--- config.mk ---
export PLATFORM = sky130hd
export DESIGN_NAME = lvic_ctl
export DESIGN_NICKNAME = d
export VERILOG_FILES = /design/src/verilog/lvic_pkg.sv /design/src/verilog/lvic_prio_if.sv /design/src/verilog/lvic_prio.sv /design/src/verilog/lvic_ctl.sv
export SDC_FILE = /design/constraint.sdc
export NUM_CORES = 1
export LEC_CHECK = 0
export ABC_CLOCK_PERIOD_IN_PS = 7400
export BUFFER_PORTS_ARGS = -buffer_cell sky130_fd_sc_hd__buf_2
export CAP_MARGIN = 20
export CELL_PAD_IN_SITES_DETAIL_PLACEMENT = 1
export CELL_PAD_IN_SITES_GLOBAL_PLACEMENT = 1
export CORE_ASPECT_RATIO = 2
export CORE_MARGIN = 2
export CORE_UTILIZATION = 43
export CTS_CLUSTER_DIAMETER = 120
export DETAILED_ROUTE_END_ITERATION = 16
export PLACE_DENSITY = 0.94
export SYNTH_ARGS = -nofsm -noshare
export SYNTH_HDL_FRONTEND = slang
export SYNTH_HIERARCHICAL = 1
export SYNTH_SLANG_ARGS = --single-unit
export TNS_END_PERCENT = 20
--- constraint.sdc ---
create_clock -name mclk -period 7.4 [get_ports mclk]
set_input_delay 0.37 -clock mclk [delete_from_list [all_inputs] [get_ports mclk]]
set_output_delay 0.37 -clock mclk [all_outputs]
set_load 0.01 [all_outputs]
--- src/verilog/lvic_pkg.sv ---
package lvic_pkg;

    // ================
    // sizes
    // ================
    localparam int NUM_SRC   = 17;
    localparam int NUM_LVL   = 8;
    localparam int VEC_W     = 8;
    localparam int HADDR_W   = 16;

    // ================
    // apb register byte offsets
    // ================
    localparam logic [7:0] OFS_LEVEL_MASK  = 8'h00;
    localparam logic [7:0] OFS_LEVEL_PRIO  = 8'h04;
    localparam logic [7:0] OFS_SYS_MODE    = 8'h08;
    localparam logic [7:0] OFS_LEVEL_REQ   = 8'h0c;
    localparam logic [7:0] OFS_SRC_PEND    = 8'h10;
    localparam logic [7:0] OFS_SRC_EN      = 8'h14;
    localparam logic [7:0] OFS_EVT_STAT    = 8'h18;
    localparam logic [7:0] OFS_EVT_MASK    = 8'h1c;
    localparam logic [7:0] OFS_LAST_VEC    = 8'h20;

    // ================
    // fields and reset values
    // ================
    localparam int SYM_GIE_BIT   = 0;
    localparam int SYM_FAST_BIT  = 1;
    localparam int SYM_FLVL_LSB  = 2;
    localparam int SYM_W         = 5;
    localparam int EVT_W         = 2;
    localparam int EVT_PEND_BIT  = 0;
    localparam int EVT_DISP_BIT  = 1;
    localparam int IPR_ORDER_LSB = 0;
    localparam int IPR_A_BIT     = 3;
    localparam int IPR_B1_BIT    = 4;
    localparam int IPR_B2_BIT    = 5;
    localparam int IPR_C1_BIT    = 6;
    localparam int IPR_C2_BIT    = 7;

    localparam logic [7:0]         RST_LEVEL_MASK = 8'h00;
    localparam logic [7:0]         RST_LEVEL_PRIO = 8'h00;
    localparam logic [SYM_W-1:0]   RST_SYS_MODE   = 5'h00;
    localparam logic [NUM_SRC-1:0] RST_SRC_EN     = 17'h1ffff;

    // ================
    // vectors
    // ================
    localparam logic [HADDR_W-1:0] RESET_VECTOR = 16'h0100;
    localparam logic [VEC_W-1:0]   VEC_BASE     = 8'hd0;
    // sources whose pending bit hardware clears when serviced
    localparam logic [NUM_SRC-1:0] HW_CLR_MASK  = 17'h00241;

    // source index to level: 0-1 l0, 2-5 l1, 6-8 l2, 9 l3, 10-15 l4, 16 l5
    localparam logic [3*NUM_SRC-1:0] SRC_LEVEL = {
        3'h5, 3'h4, 3'h4, 3'h4, 3'h4, 3'h4, 3'h4, 3'h3, 3'h2,
        3'h2, 3'h2, 3'h1, 3'h1, 3'h1, 3'h1, 3'h0, 3'h0
    };

    typedef enum logic [4:0] {
        LVIC_IDLE  = 5'b00001,
        LVIC_PUSH  = 5'b00010,
        LVIC_FHI   = 5'b00100,
        LVIC_FLO   = 5'b01000,
        LVIC_LOAD  = 5'b10000
    } lvic_state_e;

endpackage : lvic_pkg

--- src/verilog/lvic_prio_if.sv ---
`timescale 1ns/100ps
`default_nettype none
interface lvic_prio_if;
    logic [7:0] lvl_req;
    logic [7:0] level_priority_reg;
    logic       valid;
    logic [2:0] level;

    modport req (output lvl_req, output level_priority_reg, input valid, input level);
    modport res (input lvl_req, input level_priority_reg, output valid, output level);
endinterface : lvic_prio_if
`default_nettype wire

--- src/verilog/lvic_prio.sv ---
`timescale 1ns/100ps
`default_nettype none
// ================
// level resolver: groups a(0,1) b(2,3,4) c(5,6,7), ordered by ipr
// ================
module lvic_prio (
    lvic_prio_if.res p
);
    logic       a_v;
    logic [2:0] a_l;
    logic       b_v;
    logic [2:0] b_l;
    logic       c_v;
    logic [2:0] c_l;
    logic       sub_b;
    logic [2:0] sub_b_l;
    logic       sub_c;
    logic [2:0] sub_c_l;

    // group a: ipr a bit lets level 1 beat level 0
    assign a_v = p.lvl_req[0] | p.lvl_req[1];
    assign a_l = (p.level_priority_reg[lvic_pkg::IPR_A_BIT] ? p.lvl_req[1] : ~p.lvl_req[0]) ? 3'h1 : 3'h0;

    // subgroups of b and c: second bit orders the pair
    assign sub_b   = p.lvl_req[3] | p.lvl_req[4];
    assign sub_b_l = (p.level_priority_reg[lvic_pkg::IPR_B2_BIT] ? p.lvl_req[4] : ~p.lvl_req[3]) ? 3'h4 : 3'h3;
    assign sub_c   = p.lvl_req[6] | p.lvl_req[7];
    assign sub_c_l = (p.level_priority_reg[lvic_pkg::IPR_C2_BIT] ? p.lvl_req[7] : ~p.lvl_req[6]) ? 3'h7 : 3'h6;

    // first bit decides single level against its subgroup
    assign b_v = p.lvl_req[2] | sub_b;
    assign b_l = (p.level_priority_reg[lvic_pkg::IPR_B1_BIT] ? p.lvl_req[2] : ~sub_b) ? 3'h2 : sub_b_l;
    assign c_v = p.lvl_req[5] | sub_c;
    assign c_l = (p.level_priority_reg[lvic_pkg::IPR_C1_BIT] ? p.lvl_req[5] : ~sub_c) ? 3'h5 : sub_c_l;

    assign p.valid = a_v | b_v | c_v;

    always_comb begin
        p.level = 3'h0;
        unique case (p.level_priority_reg[2:0])
            3'h1: p.level = a_v ? a_l : (c_v ? c_l : b_l);
            3'h2: p.level = b_v ? b_l : (a_v ? a_l : c_l);
            3'h3: p.level = b_v ? b_l : (c_v ? c_l : a_l);
            3'h4: p.level = c_v ? c_l : (a_v ? a_l : b_l);
            3'h5: p.level = c_v ? c_l : (b_v ? b_l : a_l);
            default: p.level = a_v ? a_l : (b_v ? b_l : c_l);
        endcase
    end
endmodule : lvic_prio
`default_nettype wire

--- src/verilog/lvic_ctl.sv ---
// Behaviour
// RULE_01 - eight levels 0..7, each one interrupt request number
// RULE_02 - level numbers are names only; priority comes from the level priority register
// RULE_03 - among several active levels the priority register picks the winner
// RULE_04 - inside one level the lowest vector address wins
// RULE_05 - up to 128 vectors per level possible; seventeen built
// RULE_06 - seventeen sources, each with its own vector address
// RULE_07 - a vector may serve several sources, pins or internal events
// RULE_08 - one-vector and multi-vector levels, with one or several sources
// RULE_09 - pending bits cleared by hardware on service or by software write
// RULE_10 - a granted interrupt disables all others until re-enabled
// RULE_11 - program counter and flags are pushed before the handler runs
// RULE_12 - handler address is vector byte joined with the following byte
// RULE_13 - every peripheral can raise a request
// RULE_14 - reset 100h, timer a d0h/d2h on level 0, others d4h..f0h
// RULE_15 - global enable is system mode bit 0, set and cleared by instructions
// RULE_16 - level mask holds one enable per level
// RULE_17 - groups: a = 0,1; b = 2..4; c = 5..7
// RULE_18 - reset clears system mode bits 1 and 0
//
// Decided for this implementation: the register offsets and the APB slave port.
`timescale 1ns/100ps
`default_nettype none
module lvic_ctl (
    input  wire logic                          mclk,
    input  wire logic                          resetn,
    // apb slave
    input  wire logic                          psel,
    input  wire logic                          penable,
    input  wire logic                          pwrite,
    input  wire logic [7:0]                    paddr,
    input  wire logic [31:0]                   pwdata,
    output logic      [31:0]                   prdata,
    output logic                               pready,
    output logic                               pslverr,
    // interrupt sources from pins and peripherals
    input  wire logic [lvic_pkg::NUM_SRC-1:0]  src_event,
    // cpu side
    input  wire logic                          global_on_instr,
    input  wire logic                          global_off_instr,
    output logic                               cpu_irq_req,
    output logic      [2:0]                    cpu_irq_level,
    input  wire logic                          cpu_grant,
    output logic                               push_req,
    input  wire logic                          push_done,
    output logic                               vec_rd_en,
    output logic      [lvic_pkg::HADDR_W-1:0]  vec_rd_addr,
    input  wire logic [7:0]                    vec_rd_data,
    output logic      [lvic_pkg::HADDR_W-1:0]  handler_addr,
    output logic                               handler_valid,
    output logic      [lvic_pkg::HADDR_W-1:0]  reset_vector,
    output logic                               irq
);
    localparam int NS = lvic_pkg::NUM_SRC;
    localparam int NL = lvic_pkg::NUM_LVL;

    // ================
    // source synchronisers and edge detection
    // ================
    logic [NS-1:0] sync1_q;
    logic [NS-1:0] sync2_q;
    logic [NS-1:0] sync3_q;
    logic [NS-1:0] src_rise;

    always_ff @(posedge mclk) begin
        if (!resetn) begin
            sync1_q <= '0;
            sync2_q <= '0;
            sync3_q <= '0;
        end else begin
            sync1_q <= src_event;
            sync2_q <= sync1_q;
            sync3_q <= sync2_q;
        end
    end

    // any block may raise a request by a rising edge on its line
    assign src_rise = sync2_q & ~sync3_q; // [RULE_13]

    // ================
    // apb decode
    // ================
    logic        acc;
    logic        wr;
    logic        hit_mask;
    logic        hit_prio;
    logic        hit_sym;
    logic        hit_req;
    logic        hit_pend;
    logic        hit_en;
    logic        hit_stat;
    logic        hit_emask;
    logic        hit_last;
    logic        hit_any;

    assign acc       = psel & penable;
    assign wr        = acc & pwrite;
    assign hit_mask  = paddr == lvic_pkg::OFS_LEVEL_MASK;
    assign hit_prio  = paddr == lvic_pkg::OFS_LEVEL_PRIO;
    assign hit_sym   = paddr == lvic_pkg::OFS_SYS_MODE;
    assign hit_req   = paddr == lvic_pkg::OFS_LEVEL_REQ;
    assign hit_pend  = paddr == lvic_pkg::OFS_SRC_PEND;
    assign hit_en    = paddr == lvic_pkg::OFS_SRC_EN;
    assign hit_stat  = paddr == lvic_pkg::OFS_EVT_STAT;
    assign hit_emask = paddr == lvic_pkg::OFS_EVT_MASK;
    assign hit_last  = paddr == lvic_pkg::OFS_LAST_VEC;
    assign hit_any   = hit_mask | hit_prio | hit_sym | hit_req | hit_pend | hit_en
                     | hit_stat | hit_emask | hit_last;
    assign pready    = 1'b1;
    assign pslverr   = acc & ~hit_any;

    // ================
    // registers
    // ================
    logic [7:0]                   level_mask_reg_q;
    logic [7:0]                   level_priority_reg_q;
    logic [lvic_pkg::SYM_W-1:0]   system_mode_reg_q;
    logic [lvic_pkg::SYM_W-1:0]   system_mode_reg_d;
    logic [NS-1:0]                src_pend_q;
    logic [NS-1:0]                src_pend_d;
    logic [NS-1:0]                src_en_q;
    logic [lvic_pkg::EVT_W-1:0]   evt_stat_q;
    logic [lvic_pkg::EVT_W-1:0]   evt_mask_q;
    logic [lvic_pkg::EVT_W-1:0]   evt_set;
    logic [lvic_pkg::VEC_W-1:0]   last_vec_q;
    logic                         global_irq_enable_bit;

    assign global_irq_enable_bit = system_mode_reg_q[lvic_pkg::SYM_GIE_BIT]; // [RULE_15]

    always_ff @(posedge mclk) begin
        if (!resetn) begin
            level_mask_reg_q     <= lvic_pkg::RST_LEVEL_MASK;
            level_priority_reg_q <= lvic_pkg::RST_LEVEL_PRIO;
            src_en_q             <= lvic_pkg::RST_SRC_EN;
            evt_mask_q           <= '0;
        end else if (wr) begin
            if (hit_mask) level_mask_reg_q <= pwdata[7:0]; // [RULE_16]
            if (hit_prio) level_priority_reg_q <= pwdata[7:0]; // [RULE_02]
            if (hit_en) src_en_q <= pwdata[NS-1:0];
            if (hit_emask) evt_mask_q <= pwdata[lvic_pkg::EVT_W-1:0];
        end
    end

    // ================
    // winner selection
    // ================
    logic [NS-1:0]                src_act;
    logic [NL-1:0]                lvl_req;
    logic [NL-1:0]                lvl_en;
    logic [NS-1:0]                src_in_win;
    logic [NS-1:0]                src_win;
    logic [4:0]                   src_idx;
    logic [lvic_pkg::VEC_W-1:0]   win_vec;
    logic                         cand;
    lvic_prio_if                  pif ();

    assign src_act = src_pend_q & src_en_q;

    // each source belongs to exactly one level, one vector per source
    genvar gl;
    generate
        for (gl = 0; gl < NL; gl++) begin : g_lvl
            logic [NS-1:0] member;
            genvar gs;
            for (gs = 0; gs < NS; gs++) begin : g_src
                assign member[gs] = lvic_pkg::SRC_LEVEL[3*gs +: 3] == 3'(gl); // [RULE_07] [RULE_08]
            end
            assign lvl_req[gl] = |(src_act & member); // [RULE_01]
        end
    endgenerate

    assign lvl_en      = lvl_req & level_mask_reg_q; // [RULE_16]
    assign pif.lvl_req = lvl_en;
    assign pif.level_priority_reg     = level_priority_reg_q; // [RULE_03] [RULE_17]

    lvic_prio u_prio (
        .p (pif.res)
    );

    generate
        for (gl = 0; gl < NS; gl++) begin : g_win
            assign src_in_win[gl] = src_act[gl]
                                  & (lvic_pkg::SRC_LEVEL[3*gl +: 3] == pif.level);
        end
    endgenerate

    // lowest index is lowest vector, so isolate the lowest set bit
    assign src_win = src_in_win & (~src_in_win + 17'h00001); // [RULE_04]

    always_comb begin
        src_idx = 5'h00;
        for (int i = NS - 1; i >= 0; i--) begin
            if (src_win[i]) src_idx = 5'(i);
        end
    end

    // vector addresses d0h upward in steps of two
    assign win_vec      = lvic_pkg::VEC_BASE + {2'h0, src_idx, 1'b0}; // [RULE_06] [RULE_14]
    assign reset_vector = lvic_pkg::RESET_VECTOR; // [RULE_14]

    // ================
    // dispatch sequence
    // ================
    lvic_pkg::lvic_state_e         state_q;
    lvic_pkg::lvic_state_e         state_d;
    logic [lvic_pkg::VEC_W-1:0]    vec_q;
    logic [7:0]                    hi_q;
    logic [lvic_pkg::HADDR_W-1:0]  haddr_q;
    logic                          hvalid_q;
    logic                          take;

    assign cand          = pif.valid & global_irq_enable_bit;
    assign cpu_irq_req   = cand & (state_q == lvic_pkg::LVIC_IDLE);
    assign cpu_irq_level = pif.level;
    assign take          = cpu_irq_req & cpu_grant;
    assign push_req      = state_q == lvic_pkg::LVIC_PUSH; // [RULE_11]
    assign vec_rd_en     = (state_q == lvic_pkg::LVIC_FHI) | (state_q == lvic_pkg::LVIC_FLO);
    // byte at the vector, then the byte after it
    assign vec_rd_addr   = {8'h00, vec_q | {7'h00, state_q == lvic_pkg::LVIC_FLO}}; // [RULE_12]
    assign handler_addr  = haddr_q;
    assign handler_valid = hvalid_q;

    always_comb begin
        state_d = state_q;
        unique case (state_q)
            lvic_pkg::LVIC_IDLE: if (take) state_d = lvic_pkg::LVIC_PUSH;
            lvic_pkg::LVIC_PUSH: if (push_done) state_d = lvic_pkg::LVIC_FHI; // [RULE_11]
            lvic_pkg::LVIC_FHI:  state_d = lvic_pkg::LVIC_FLO;
            lvic_pkg::LVIC_FLO:  state_d = lvic_pkg::LVIC_LOAD;
            lvic_pkg::LVIC_LOAD: state_d = lvic_pkg::LVIC_IDLE;
            default:             state_d = lvic_pkg::LVIC_IDLE;
        endcase
    end

    always_ff @(posedge mclk) begin
        if (!resetn) begin
            state_q  <= lvic_pkg::LVIC_IDLE;
            vec_q    <= '0;
            hi_q     <= '0;
            haddr_q  <= '0;
            hvalid_q <= 1'b0;
        end else begin
            state_q  <= state_d;
            hvalid_q <= state_q == lvic_pkg::LVIC_LOAD;
            if (take) vec_q <= win_vec;
            if (state_q == lvic_pkg::LVIC_FLO) hi_q <= vec_rd_data;
            if (state_q == lvic_pkg::LVIC_LOAD) haddr_q <= {hi_q, vec_rd_data}; // [RULE_12]
        end
    end

    // ================
    // system mode: instructions, grant and direct writes
    // ================
    always_comb begin
        system_mode_reg_d = system_mode_reg_q;
        if (wr && hit_sym) system_mode_reg_d = pwdata[lvic_pkg::SYM_W-1:0];
        if (global_on_instr) system_mode_reg_d[lvic_pkg::SYM_GIE_BIT] = 1'b1; // [RULE_15]
        if (global_off_instr) system_mode_reg_d[lvic_pkg::SYM_GIE_BIT] = 1'b0; // [RULE_15]
        // a grant wins over everything so no second request slips in
        if (take) system_mode_reg_d[lvic_pkg::SYM_GIE_BIT] = 1'b0; // [RULE_10]
    end

    always_ff @(posedge mclk) begin
        if (!resetn) begin
            system_mode_reg_q <= lvic_pkg::RST_SYS_MODE; // [RULE_18]
        end else begin
            system_mode_reg_q <= system_mode_reg_d;
        end
    end

    // ================
    // source pending bits
    // ================
    always_comb begin
        src_pend_d = src_pend_q;
        // software clears by writing a one
        if (wr && hit_pend) src_pend_d = src_pend_d & ~pwdata[NS-1:0]; // [RULE_09]
        // auto-clear only for sources whose service needs no software action
        if (take) src_pend_d = src_pend_d & ~(src_win & lvic_pkg::HW_CLR_MASK); // [RULE_09]
        // a new edge in the clearing cycle is kept
        src_pend_d = src_pend_d | src_rise;
    end

    always_ff @(posedge mclk) begin
        if (!resetn) begin
            src_pend_q <= '0;
            last_vec_q <= '0;
        end else begin
            src_pend_q <= src_pend_d;
            if (take) last_vec_q <= win_vec; // [RULE_05]
        end
    end

    // ================
    // event status and interrupt line
    // ================
    assign evt_set = {hvalid_q, |src_rise};

    always_ff @(posedge mclk) begin
        if (!resetn) begin
            evt_stat_q <= '0;
        end else begin
            evt_stat_q <= (evt_stat_q & ~((wr && hit_stat) ? pwdata[lvic_pkg::EVT_W-1:0]
                                                            : 2'h0)) | evt_set;
        end
    end

    assign irq = |(evt_stat_q & evt_mask_q);

    // ================
    // read data
    // ================
    logic [31:0] rd_mux;

    always_comb begin
        rd_mux = 32'h00000000;
        if (hit_mask)  rd_mux[7:0] = level_mask_reg_q;
        if (hit_prio)  rd_mux[7:0] = level_priority_reg_q;
        if (hit_sym)   rd_mux[lvic_pkg::SYM_W-1:0] = system_mode_reg_q;
        if (hit_req)   rd_mux[7:0] = lvl_req;
        if (hit_pend)  rd_mux[NS-1:0] = src_pend_q;
        if (hit_en)    rd_mux[NS-1:0] = src_en_q;
        if (hit_stat)  rd_mux[lvic_pkg::EVT_W-1:0] = evt_stat_q;
        if (hit_emask) rd_mux[lvic_pkg::EVT_W-1:0] = evt_mask_q;
        if (hit_last)  rd_mux[7:0] = last_vec_q;
    end

    // registered read data: taken on the setup cycle, valid in access phase
    always_ff @(posedge mclk) begin
        if (!resetn) begin
            prdata <= 32'h00000000;
        end else if (psel && !penable && !pwrite) begin
            prdata <= rd_mux;
        end
    end

endmodule : lvic_ctl
`default_nettype wire

Word level (Yosys, flattened, before mapping)
Cells that the tools add are included.
Widths: inputs -> output; s select.
{"block": "word_totals", "reg_bits": 165, "latchBits": 0, "ramBits": 0, "mem_bits_ro": 0, "input_bits": 74, "out_inout_bits": 90, "word_cells": 185, "n_memories": 0}
{"block": "op_classes", "addsub": 2, "multipliers": 0, "div_mod_pow": 0, "magnitude_cmp": 0, "eq_ne": 25, "shifts": 0, "mux": 57, "bitwise": 62, "reduce_logical": 22}
{"operator": "$mux 5", "n": 20}
{"operator": "$and 17x17->17", "n": 5}
{"operator": "$mux 17", "n": 4}
{"operator": "$not 17->17", "n": 3}
{"operator": "$mux 3", "n": 15}
{"operator": "$eq 8x5->1 const B", "n": 4}
{"operator": "$mux 8", "n": 4}
{"operator": "$and 1x1->1", "n": 23}
{"operator": "$pmux 5 s4", "n": 1}
{"operator": "$add 17x1->17 const B", "n": 1}
{"operator": "$not 10->17", "n": 1}
{"operator": "$or 17x17->17", "n": 1}
{"operator": "$reduce_or 17->1", "n": 1}
{"operator": "$eq 8x4->1 const B", "n": 2}
{"operator": "$or 1x1->1", "n": 16}
{"operator": "$pmux 3 s5", "n": 1}
{"operator": "$reduce_and 2->1", "n": 5}
{"operator": "$mux 1", "n": 9}
{"operator": "$add 7x7->8 const A", "n": 1}
{"operator": "$and 6x8->8", "n": 1}
{"operator": "$eq 8x3->1 const B", "n": 1}
{"operator": "$eq 8x6->1 const B", "n": 1}
{"operator": "$logic_not 8->1", "n": 1}
{"operator": "$or 8x1->8", "n": 1}
{"operator": "26 further kinds", "n": 46}

Depth between registers and ports, before layout
Gate-level depths: netlist of the first run.
{"block": "logic_depth", "word_depth": 33, "depth_mapped": 17}

Hierarchy
Netlist of the first run, hierarchy kept.
{"module": "lvic_ctl", "instances": 1, "cells_each": 820, "area_each_um2": 7065.5}
{"module": "lvic_prio", "instances": 1, "cells_each": 82, "area_each_um2": 539.3}

Least setup slack after synthesis of the first run
Ideal clock, no wire load.
{"block": "synth_path", "kind": "register -> register", "start": "register src_pend_q[14]", "end": "register last_vec_q[5] (netlist bit)", "t_arrival_ps": 3682, "t_required_ps": 7268, "slack_ps": 3586, "path_stages_with_launch": 16, "n_path_buf": 1, "synth_period_minus_slack_ps": 3814, "path_cell_list": "dfxtp_1 -> a222oi_1 -> a31oi_1 -> or3_4 -> or3_1 -> o21ai_1 -> a31oi_1 -> a211o_1 -> buf_2 -> a21boi_0 -> a2111oi_2 -> nor4_2 -> a211o_2 -> ha_1 -> nand2_1 -> a21oi_1"}
{"block": "synth_via", "elab_chain_cells": 33, "word_cells_on_any_way": 70, "classes_between": "add/sub (2); eq/ne (5); mux (32); bitwise (29); reduce/logical (2)"}
{"item": "start: declaration", "line": "lvic_ctl.sv:119", "text": "logic [NS-1:0] src_pend_q;"}
{"item": "start signal: assignment", "line": "lvic_ctl.sv:289", "text": "src_pend_q <= src_pend_d;"}
{"item": "$and 17x17->17 *", "line": "lvic_ctl.sv:157", "text": "assign src_act = src_pend_q & src_en_q;"}
{"item": "$reduce_or 6->1 *", "line": "lvic_ctl.sv:168", "text": "assign lvl_req[gl] = |(src_act & member);"}
{"item": "$and 6x8->8 *", "line": "lvic_ctl.sv:172", "text": "assign lvl_en = lvl_req & level_mask_reg_q;"}
{"item": "net lvl_en[4]", "line": "lvic_ctl.sv:149", "text": "logic [NL-1:0] lvl_en;"}
{"item": "$or 1x1->1", "line": "lvic_prio.sv:25", "text": "assign sub_b = p.lvl_req[3] | p.lvl_req[4];"}
{"item": "$not 1->1", "line": "lvic_prio.sv:32", "text": "assign b_l = (p.level_priority_reg[lvic_pkg::IPR_B1_BIT] ? p.lvl_req[2] : ~sub_b) ? 3'h2 : sub_b_l;"}
{"item": "$mux 1", "line": "lvic_prio.sv:32"}
{"item": "$mux 3", "line": "lvic_prio.sv:32"}
{"item": "(+3 left out)"}
{"item": "net cpu_irq_level[2]", "line": "lvic_ctl.sv:42", "text": "output logic [2:0] cpu_irq_level,"}
{"item": "(+1 left out)"}
{"item": "$and 1x1->1", "line": "lvic_ctl.sv:183", "text": "& (lvic_pkg::SRC_LEVEL[3*gl +: 3] == pif.level);"}
{"item": "$not 17->17", "line": "lvic_ctl.sv:188", "text": "assign src_win = src_in_win & (~src_in_win + 17'h00001);"}
{"item": "$add 17x1->17", "line": "lvic_ctl.sv:188"}
{"item": "$and 17x17->17 *", "line": "lvic_ctl.sv:188"}
{"item": "$mux 5 (16 in a row)", "line": "lvic_ctl.sv:193", "text": "if (src_win[i]) src_idx = 5'(i);"}
{"item": "$mux 5 *", "line": "lvic_ctl.sv:193"}
{"item": "$add 7x7->8 *", "line": "lvic_ctl.sv:198", "text": "assign win_vec = lvic_pkg::VEC_BASE + {2'h0, src_idx, 1'b0};"}
{"item": "net win_vec (one bit)", "line": "lvic_ctl.sv:153", "text": "logic [lvic_pkg::VEC_W-1:0] win_vec;"}
{"item": "end signal: assignment", "line": "lvic_ctl.sv:290", "text": "if (take) last_vec_q <= win_vec;"}
{"item": "end: declaration", "line": "lvic_ctl.sv:125", "text": "logic [lvic_pkg::VEC_W-1:0] last_vec_q;"}
Mark *: on every way through the listed nets, which the timed path passes. The rest lies on a longest branch.
A chain may end at the register's enable or synchronous reset.

Worst setup path in the final report of the first run
{"block": "layout_path", "start": "register src_pend_q[14]", "end": "register last_vec_q[5] (netlist bit)"}
{"block": "layout_via", "elab_chain_cells": 33, "word_cells_on_any_way": 70, "classes_between": "add/sub (2); eq/ne (5); mux (32); bitwise (29); reduce/logical (2)"}
{"item": "$and 17x17->17 *", "line": "lvic_ctl.sv:157"}
{"item": "$reduce_or 6->1 *", "line": "lvic_ctl.sv:168"}
{"item": "$and 6x8->8 *", "line": "lvic_ctl.sv:172"}
{"item": "net lvl_en[4]", "line": "lvic_ctl.sv:149"}
{"item": "$or 1x1->1", "line": "lvic_prio.sv:25"}
{"item": "$not 1->1", "line": "lvic_prio.sv:32"}
{"item": "$mux 1", "line": "lvic_prio.sv:32"}
{"item": "$mux 3", "line": "lvic_prio.sv:32"}
{"item": "(+4 left out)"}
{"item": "$and 1x1->1", "line": "lvic_ctl.sv:183"}
{"item": "$not 17->17", "line": "lvic_ctl.sv:188"}
{"item": "$add 17x1->17", "line": "lvic_ctl.sv:188"}
{"item": "$and 17x17->17 *", "line": "lvic_ctl.sv:188"}
{"item": "$mux 5 (16 in a row)", "line": "lvic_ctl.sv:193"}
{"item": "$mux 5 *", "line": "lvic_ctl.sv:193"}
{"item": "$add 7x7->8 *", "line": "lvic_ctl.sv:198"}
{"item": "net win_vec (one bit)", "line": "lvic_ctl.sv:153"}
Marked as above.

==> results of run 1 <==
[sequential cells by signal, indices dropped and copies added, names as in the netlist, 16 cells and up]
signal	flops
handler_addr	16
sync2_q	17
src_en_q	17
sync3_q	17
prdata	17
src_pend_q	17
sync1_q	17
[cell families after synthesis]
| family | count (synthesis) | share of synthesized area |
|---|---|---|
| multiplexers | 30 | 0.0401 |
| AO/OA/AOI/OAI | 188 | 0.168 |
| other | 2 | 0.000988 |
| flip-flops | 163 | 0.429 |
| AND/OR/NAND/NOR | 411 | 0.276 |
| XOR/XNOR | 2 | 0.00230 |
| adder cells (fa/ha/maj) | 1 | 0.00165 |
| buffers and inverters | 105 | 0.0816 |
[Yosys cell counts (all sizes together), types with 10 or more instances]
master / count / area, µm²
nor3: 22 / 125
a221oi: 13 / 114
clkbuf: 29 / 140
inv: 13 / 48.8
nor2: 69 / 262
nor2b: 26 / 163
nand3: 45 / 235
nand2: 133 / 499
buf: 62 / 419
a21oi: 59 / 295
dfxtp: 163 / 3260
mux2i: 26 / 260
nor4: 10 / 83.8
and2: 58 / 363
o21ai: 24 / 120
[path summary, 6_finish.rpt]
path	start	end	slack [ns]	cells past startpoint
worst max-delay path	src_pend_q[14]$_SDFF_PN0_	last_vec_q[5]$_SDFFE_PN0P_	1.99	14
worst min-delay path	global_off_instr	system_mode_reg_q[0]$_SDFFE_PP0P_	0.09	2
worst max register to register	src_pend_q[14]$_SDFF_PN0_	last_vec_q[5]$_SDFFE_PN0P_	1.99	14
worst min register to register	sync1_q[1]$_SDFF_PN0_	sync2_q[1]$_SDFF_PN0_	0.43	1
[area by class of cell]
| class | instances | area share |
|---|---|---|
| Antenna cell | 1 | 0.000290 |
| Clock buffer | 17 | 0.0493 |
| Clock inverter | 15 | 0.0171 |
| Inverter | 13 | 0.00565 |
| Multi-Input combinational cell | 684 | 0.453 |
| Sequential cell | 163 | 0.378 |
| Tap cell | 210 | 0.0304 |
| Timing Repair Buffer | 113 | 0.0669 |
[power groups by stage]
stage | clock network, mW | registers, mW | logic (mW)
finish | 0.874 | 0.922 | 0.175
global placement | 0 | 0.938 | 0.161
floorplan | 0 | 0.936 | 0.120
detailed placement | 0 | 0.941 | 0.168
CTS | 0.886 | 0.921 | 0.172
global route | 0.924 | 0.924 | 0.190
[placed cells by master, fill, tap and decap left out, types with 7 or more instances in the layout]
cell type and n:
nand3_1 43, nor2_1 68, a221oi_1 13, and3_1 9
o22ai_1 7, clkbuf_16 17, nor4_1 8, nand2_1 133
a211oi_1 9, a31oi_1 8, and2_1 58, mux2i_1 26
nor3_1 19, o211ai_1 7, a21oi_1 59, inv_1 12
o21ai_0 22, nor2b_1 26, buf_2 108, conb_1 52
dfxtp_1 163
[worst max-delay path, cell delays in order (launching register included)]
cell and delay [ns]:
dfxtp_1 0.34, a222oi_1 0.85, a31oi_1 0.32, nor3_2 0.57, o21ai_0 0.18, a31oi_1 0.22
a2bb2oi_1 0.25, nand4_1 0.59, nor3b_1 0.73, nor2b_1 0.26, nor4_2 0.08, a211o_2 0.37
ha_1 0.29, nand2_1 0.07, a21oi_1 0.09
[metrics by stage]
stage / area, µm² / setup WS (ns)
after detailed placement: 8060 / 2.27
after global placement: 8060 / 2.49
final: 8640 / 1.99
after CTS: 8630 / 2.23
after global routing: 8640 / 1.84
after floorplan: 7790 / 3.59
[per-layer routing]
| layer | wire length [µm] | global-route usage | part of all wire |
|---|---|---|---|
| met1 | 8410 | 0.244 | 0.33 |
| met2 | 14100 | 0.518 | 0.55 |
| met3 | 1040 | 0.0444 | 0.041 |
| met4 | 1930 | 0.221 | 0.076 |
| met5 | 0 | 0 | 0 |
==> flow_summary.toml, run 1 <==
[place]
hpwl_um = 18400
gp_congestion = 0.984
port_buffers = 108
placed_cells = 1183

[status]
status = "completed"

[final_layout]
drive_gt1_frac = 0.169
final_util = 0.500
multiInputGateArea_um2 = 3910
area_growth_pct = 13.6
fillers = 2148
stdcell_count = 1216
layout.nets = 1067
register_area_um2 = 3260

[sta]
finalMaxSlewViolations = 0
finClkSkew_ns = 0.00934
max_freq_ghz = 0.185
hold_ws_ns = 0.0853
post-route-period-util = 0.731
rsz0062_at_grt = "no"
slew_headroom = 0.355
worst_pin_slew_ns = 0.961
period_needed_ns = 5.41
hold_viol = 0
fin_tns_setup_ns = 0
setup-violations-final = 0

[power_and_ir_drop]
total_leakage_power_nw = 3.70
pwr-share-comb = 0.089
power.share.sequential = 0.468
p_sw_frac = 0.271
total_power_mw = 1.97
peakVddDrop_uv = 169
p_clk_frac = 0.443
power.switching_mw = 0.535
cellPowerDensity_nw_per_um2 = 228
internal_power_mw = 1.44

[clocking]
clk_latency_ns = 0.44
cts_htree_levels = 4
cts_tree = "built"
cts_max_path_buffers = 2
postCtsSetupBuffers = 0
cts-resized-gates = 0
cts_hold_buffers = 0
cts-root-buf = "clkbuf_16"
cts_buffers = 17
clk_pin_slew_ns = 0.07
cts.sinks = 163

[grt]
antenna_found_initial = 1
gr-total-overflow = 0
grt_max_degree = 84
grt_util_all_layers = 0.271
grt_pass1_wl_um = 39600
first_global_vias = 7711

[worst_setup_path]
required_ns = 7.67
cp-start-kind = "register"
end_kind = "register"
crit_path_max_fanout = 11
cp_data_arrival_time_ns = 5.68
critPathKind = "reg -> reg"

[logic_synthesis]
synth_area_um2 = 7600
synth_edf_count = 0
ys.flop_type = "dfxtp_1"
yosysUniqueCellTypes = 81
synth.avg_cell_area_um2 = 8.43
syn_inst = 902
yosysSeqAreaShare = 0.429
async_reset_ff_frac = 0
synth_seq_cells = 163
ys_warn_count = 6

[die]
core_um2 = 17300
rows = 68
die-area_um2 = 18800
die_x_um = 98.0
die_y_um = 192
boundaryPins = 164
start_util = 0.440

[route]
ant_nets = 0
drcViolationCount = 0
post_drt_via_cell_ratio = 5.91
wl_um = 25500
vias = 7183
wire_per_inst_um = 20.9
drt-initial-drc-count = 488
first_pass_iters = 5

[flow_run]
maxCapViolations = 0

[min_path]
min_path_type = "in -> reg"
Note: power is estimated with default switching activity, not from simulation.
==> run 2: changes to the inputs <==
--- a/config.mk
+++ b/config.mk
@@ -5,17 +5,17 @@
 export SDC_FILE = /design/constraint.sdc
 export NUM_CORES = 1
 export LEC_CHECK = 0
-export ABC_CLOCK_PERIOD_IN_PS = 7400
+export ABC_CLOCK_PERIOD_IN_PS = 5530
 export BUFFER_PORTS_ARGS = -buffer_cell sky130_fd_sc_hd__buf_2
 export CAP_MARGIN = 20
 export CELL_PAD_IN_SITES_DETAIL_PLACEMENT = 1
 export CELL_PAD_IN_SITES_GLOBAL_PLACEMENT = 1
 export CORE_ASPECT_RATIO = 2
 export CORE_MARGIN = 2
-export CORE_UTILIZATION = 43
+export CORE_UTILIZATION = 40
 export CTS_CLUSTER_DIAMETER = 120
 export DETAILED_ROUTE_END_ITERATION = 16
-export PLACE_DENSITY = 0.94
+export PLACE_DENSITY = 0.89
 export SYNTH_ARGS = -nofsm -noshare
 export SYNTH_HDL_FRONTEND = slang
 export SYNTH_HIERARCHICAL = 1
==> constraint.sdc (replaced) <==
create_clock -name mclk -period 5.53 [get_ports mclk]
set_input_delay 0.2765 -clock mclk [delete_from_list [all_inputs] [get_ports mclk]]
set_output_delay 0.2765 -clock mclk [all_outputs]
set_load 0.01 [all_outputs]
==> flow_summary.toml, run 2 (same netlist as run 1, synthesis figures left out) <==
[clocking]
cts.sinks = 163
cts_max_path_buffers = 2
cts-root-buf = "clkbuf_16"
postCtsSetupBuffers = 0
clk_latency_ns = 0.44
cts_hold_buffers = 0
cts_buffers = 17
cts_htree_levels = 4
cts_tree = "built"
cts-resized-gates = 0
clk_pin_slew_ns = 0.07

[worst_setup_path]
max_stage_delay_ns = 0.53
r2r_start = "src_pend_q[14]$_SDFF_PN0_"
path_cells = "a222oi_1 -> buf_4 -> a31oi_1 -> nor3_2 -> a21boi_0 -> o31ai_1 -> a31oi_1 -> a211o_1 -> nor3b_1 -> a21boi_0 -> nor4_2 -> a211o_2 -> ha_1 -> nand2_1 -> a21oi_1"
critPathKind = "reg -> reg"
rrSetupSlack_ns = 1.03
slowest_stage = "nor3_2"
required_ns = 5.84
r2r_end = "last_vec_q[5]$_SDFFE_PN0P_"
end_kind = "register"
crit_path_max_fanout = 12
rr_worst_depth = 15
cp-start-kind = "register"
cp_data_arrival_time_ns = 4.81

[sta]
setup_ws_ns = 1.03
rsz0062_at_grt = "no"
setup-violations-final = 0
slew_headroom = 0.401
worst_pin_slew_ns = 0.891
hold_viol = 0
max_freq_ghz = 0.222
fin_tns_setup_ns = 0
post-route-period-util = 0.813
finClkSkew_ns = 0.0133
period_needed_ns = 4.50
hold_ws_ns = 0.0163
finalMaxSlewViolations = 0

[die]
core_um2 = 18700
die_y_um = 199
boundaryPins = 164
die-area_um2 = 20200
rows = 71
start_util = 0.406
die_x_um = 102

[route]
wire_per_inst_um = 19.6
wl_um = 24800
ant_nets = 0
first_pass_iters = 4
vias = 6988
drcViolationCount = 0
post_drt_via_cell_ratio = 5.52
drt-initial-drc-count = 317

[min_path]
hold_start = "global_off_instr"
min_path_cells = 2
whs_endpoint = "system_mode_reg_q[0]$_SDFFE_PP0P_"
min_path_type = "in -> reg"

[flow_run]
maxCapViolations = 0

[place]
placed_cells = 1234
hpwl_um = 18100
gp_congestion = 0.959
port_buffers = 108
pre_cts_ws_ns = 1.06
place_area_um2 = 8160

[final_layout]
drive_gt1_frac = 0.173
antenna_cells = 0
fillers = 2292
design_area_um2 = 8770
mostFrequentLayoutCell = "dfxtp_1"
layout.nets = 1073
final_cell_mix = "163 x dfxtp_1, 133 x nand2_1, 108 x buf_2"
stdcell_count = 1266
final_util = 0.468
area_growth_pct = 15.3

[grt]
first_global_vias = 7315
grt_pass1_wl_um = 38300
antenna_found_initial = 0
grt_util_all_layers = 0.248
gr-total-overflow = 0
grt_max_degree = 83

[power_and_ir_drop]
total_power_mw = 2.70
cellPowerDensity_nw_per_um2 = 308
peakVddDrop_uv = 228
total_leakage_power_nw = 3.74

[status]
status = "completed"
## run 2: power by group
group          switching [mW]  internal, mW  total (mW)  leakage, nW
sequential             0.0274          1.21        1.23         1.33
combinational           0.151        0.0847       0.236         2.12
clock                   0.511         0.717        1.23        0.293
total                   0.689          2.01        2.70         3.74
## run 2: how the worst max path moves through the flow
| stage | from | endpoint | slack (ns) | depth (start not counted) |
|---|---|---|---|---|
| after global placement | src_pend_q[14]$_SDFF_PN0_ | last_vec_q[5]$_SDFFE_PN0P_ | 1.22 | 15 |
| after detailed placement | src_pend_q[14]$_SDFF_PN0_ | last_vec_q[5]$_SDFFE_PN0P_ | 1.06 | 15 |
| final | src_pend_q[14]$_SDFF_PN0_ | last_vec_q[5]$_SDFFE_PN0P_ | 1.03 | 15 |
| after CTS | src_en_q[13]$_SDFFE_PN1P_ | last_vec_q[5]$_SDFFE_PN0P_ | 1.05 | 15 |
| after global routing | src_en_q[13]$_SDFFE_PN1P_ | last_vec_q[5]$_SDFFE_PN0P_ | 0.70 | 15 |
| after floorplan | src_pend_q[14]$_SDFF_PN0_ | last_vec_q[5]$_SDFFE_PN0P_ | 1.72 | 15 |
## run 2: cell type report
type / instances / area (µm²) / share of cell area
Timing Repair Buffer: 119 / 623 / 0.0711
Sequential cell: 163 / 3260 / 0.372
Inverter: 13 / 48.8 / 0.00557
Clock buffer: 18 / 429 / 0.0490
Multi-Input combinational cell: 684 / 3910 / 0.446
Tap cell: 255 / 319 / 0.0364
Clock inverter: 14 / 175 / 0.0200
## run 2: metal layers
metal | wire [µm] | track usage | up-vias
met5 | 0 | 0 | -
met4 | 1840 | 0.190 | 0
met3 | 868 | 0.0411 | 93
met2 | 13600 | 0.459 | 223
met1 | 8420 | 0.234 | 3412
li1 | - | - | 3260
## run 2: critical path, delay by kind of cell (launching register included)
| kind | cells | cell delay, ns |
|---|---|---|
| buffers and inverters | 1 | 0.22 |
| flip-flops | 1 | 0.34 |
| AO/OA/AOI/OAI | 9 | 2.42 |
| AND/OR/NAND/NOR | 4 | 1.10 |
| adder cells (fa/ha/maj) | 1 | 0.30 |
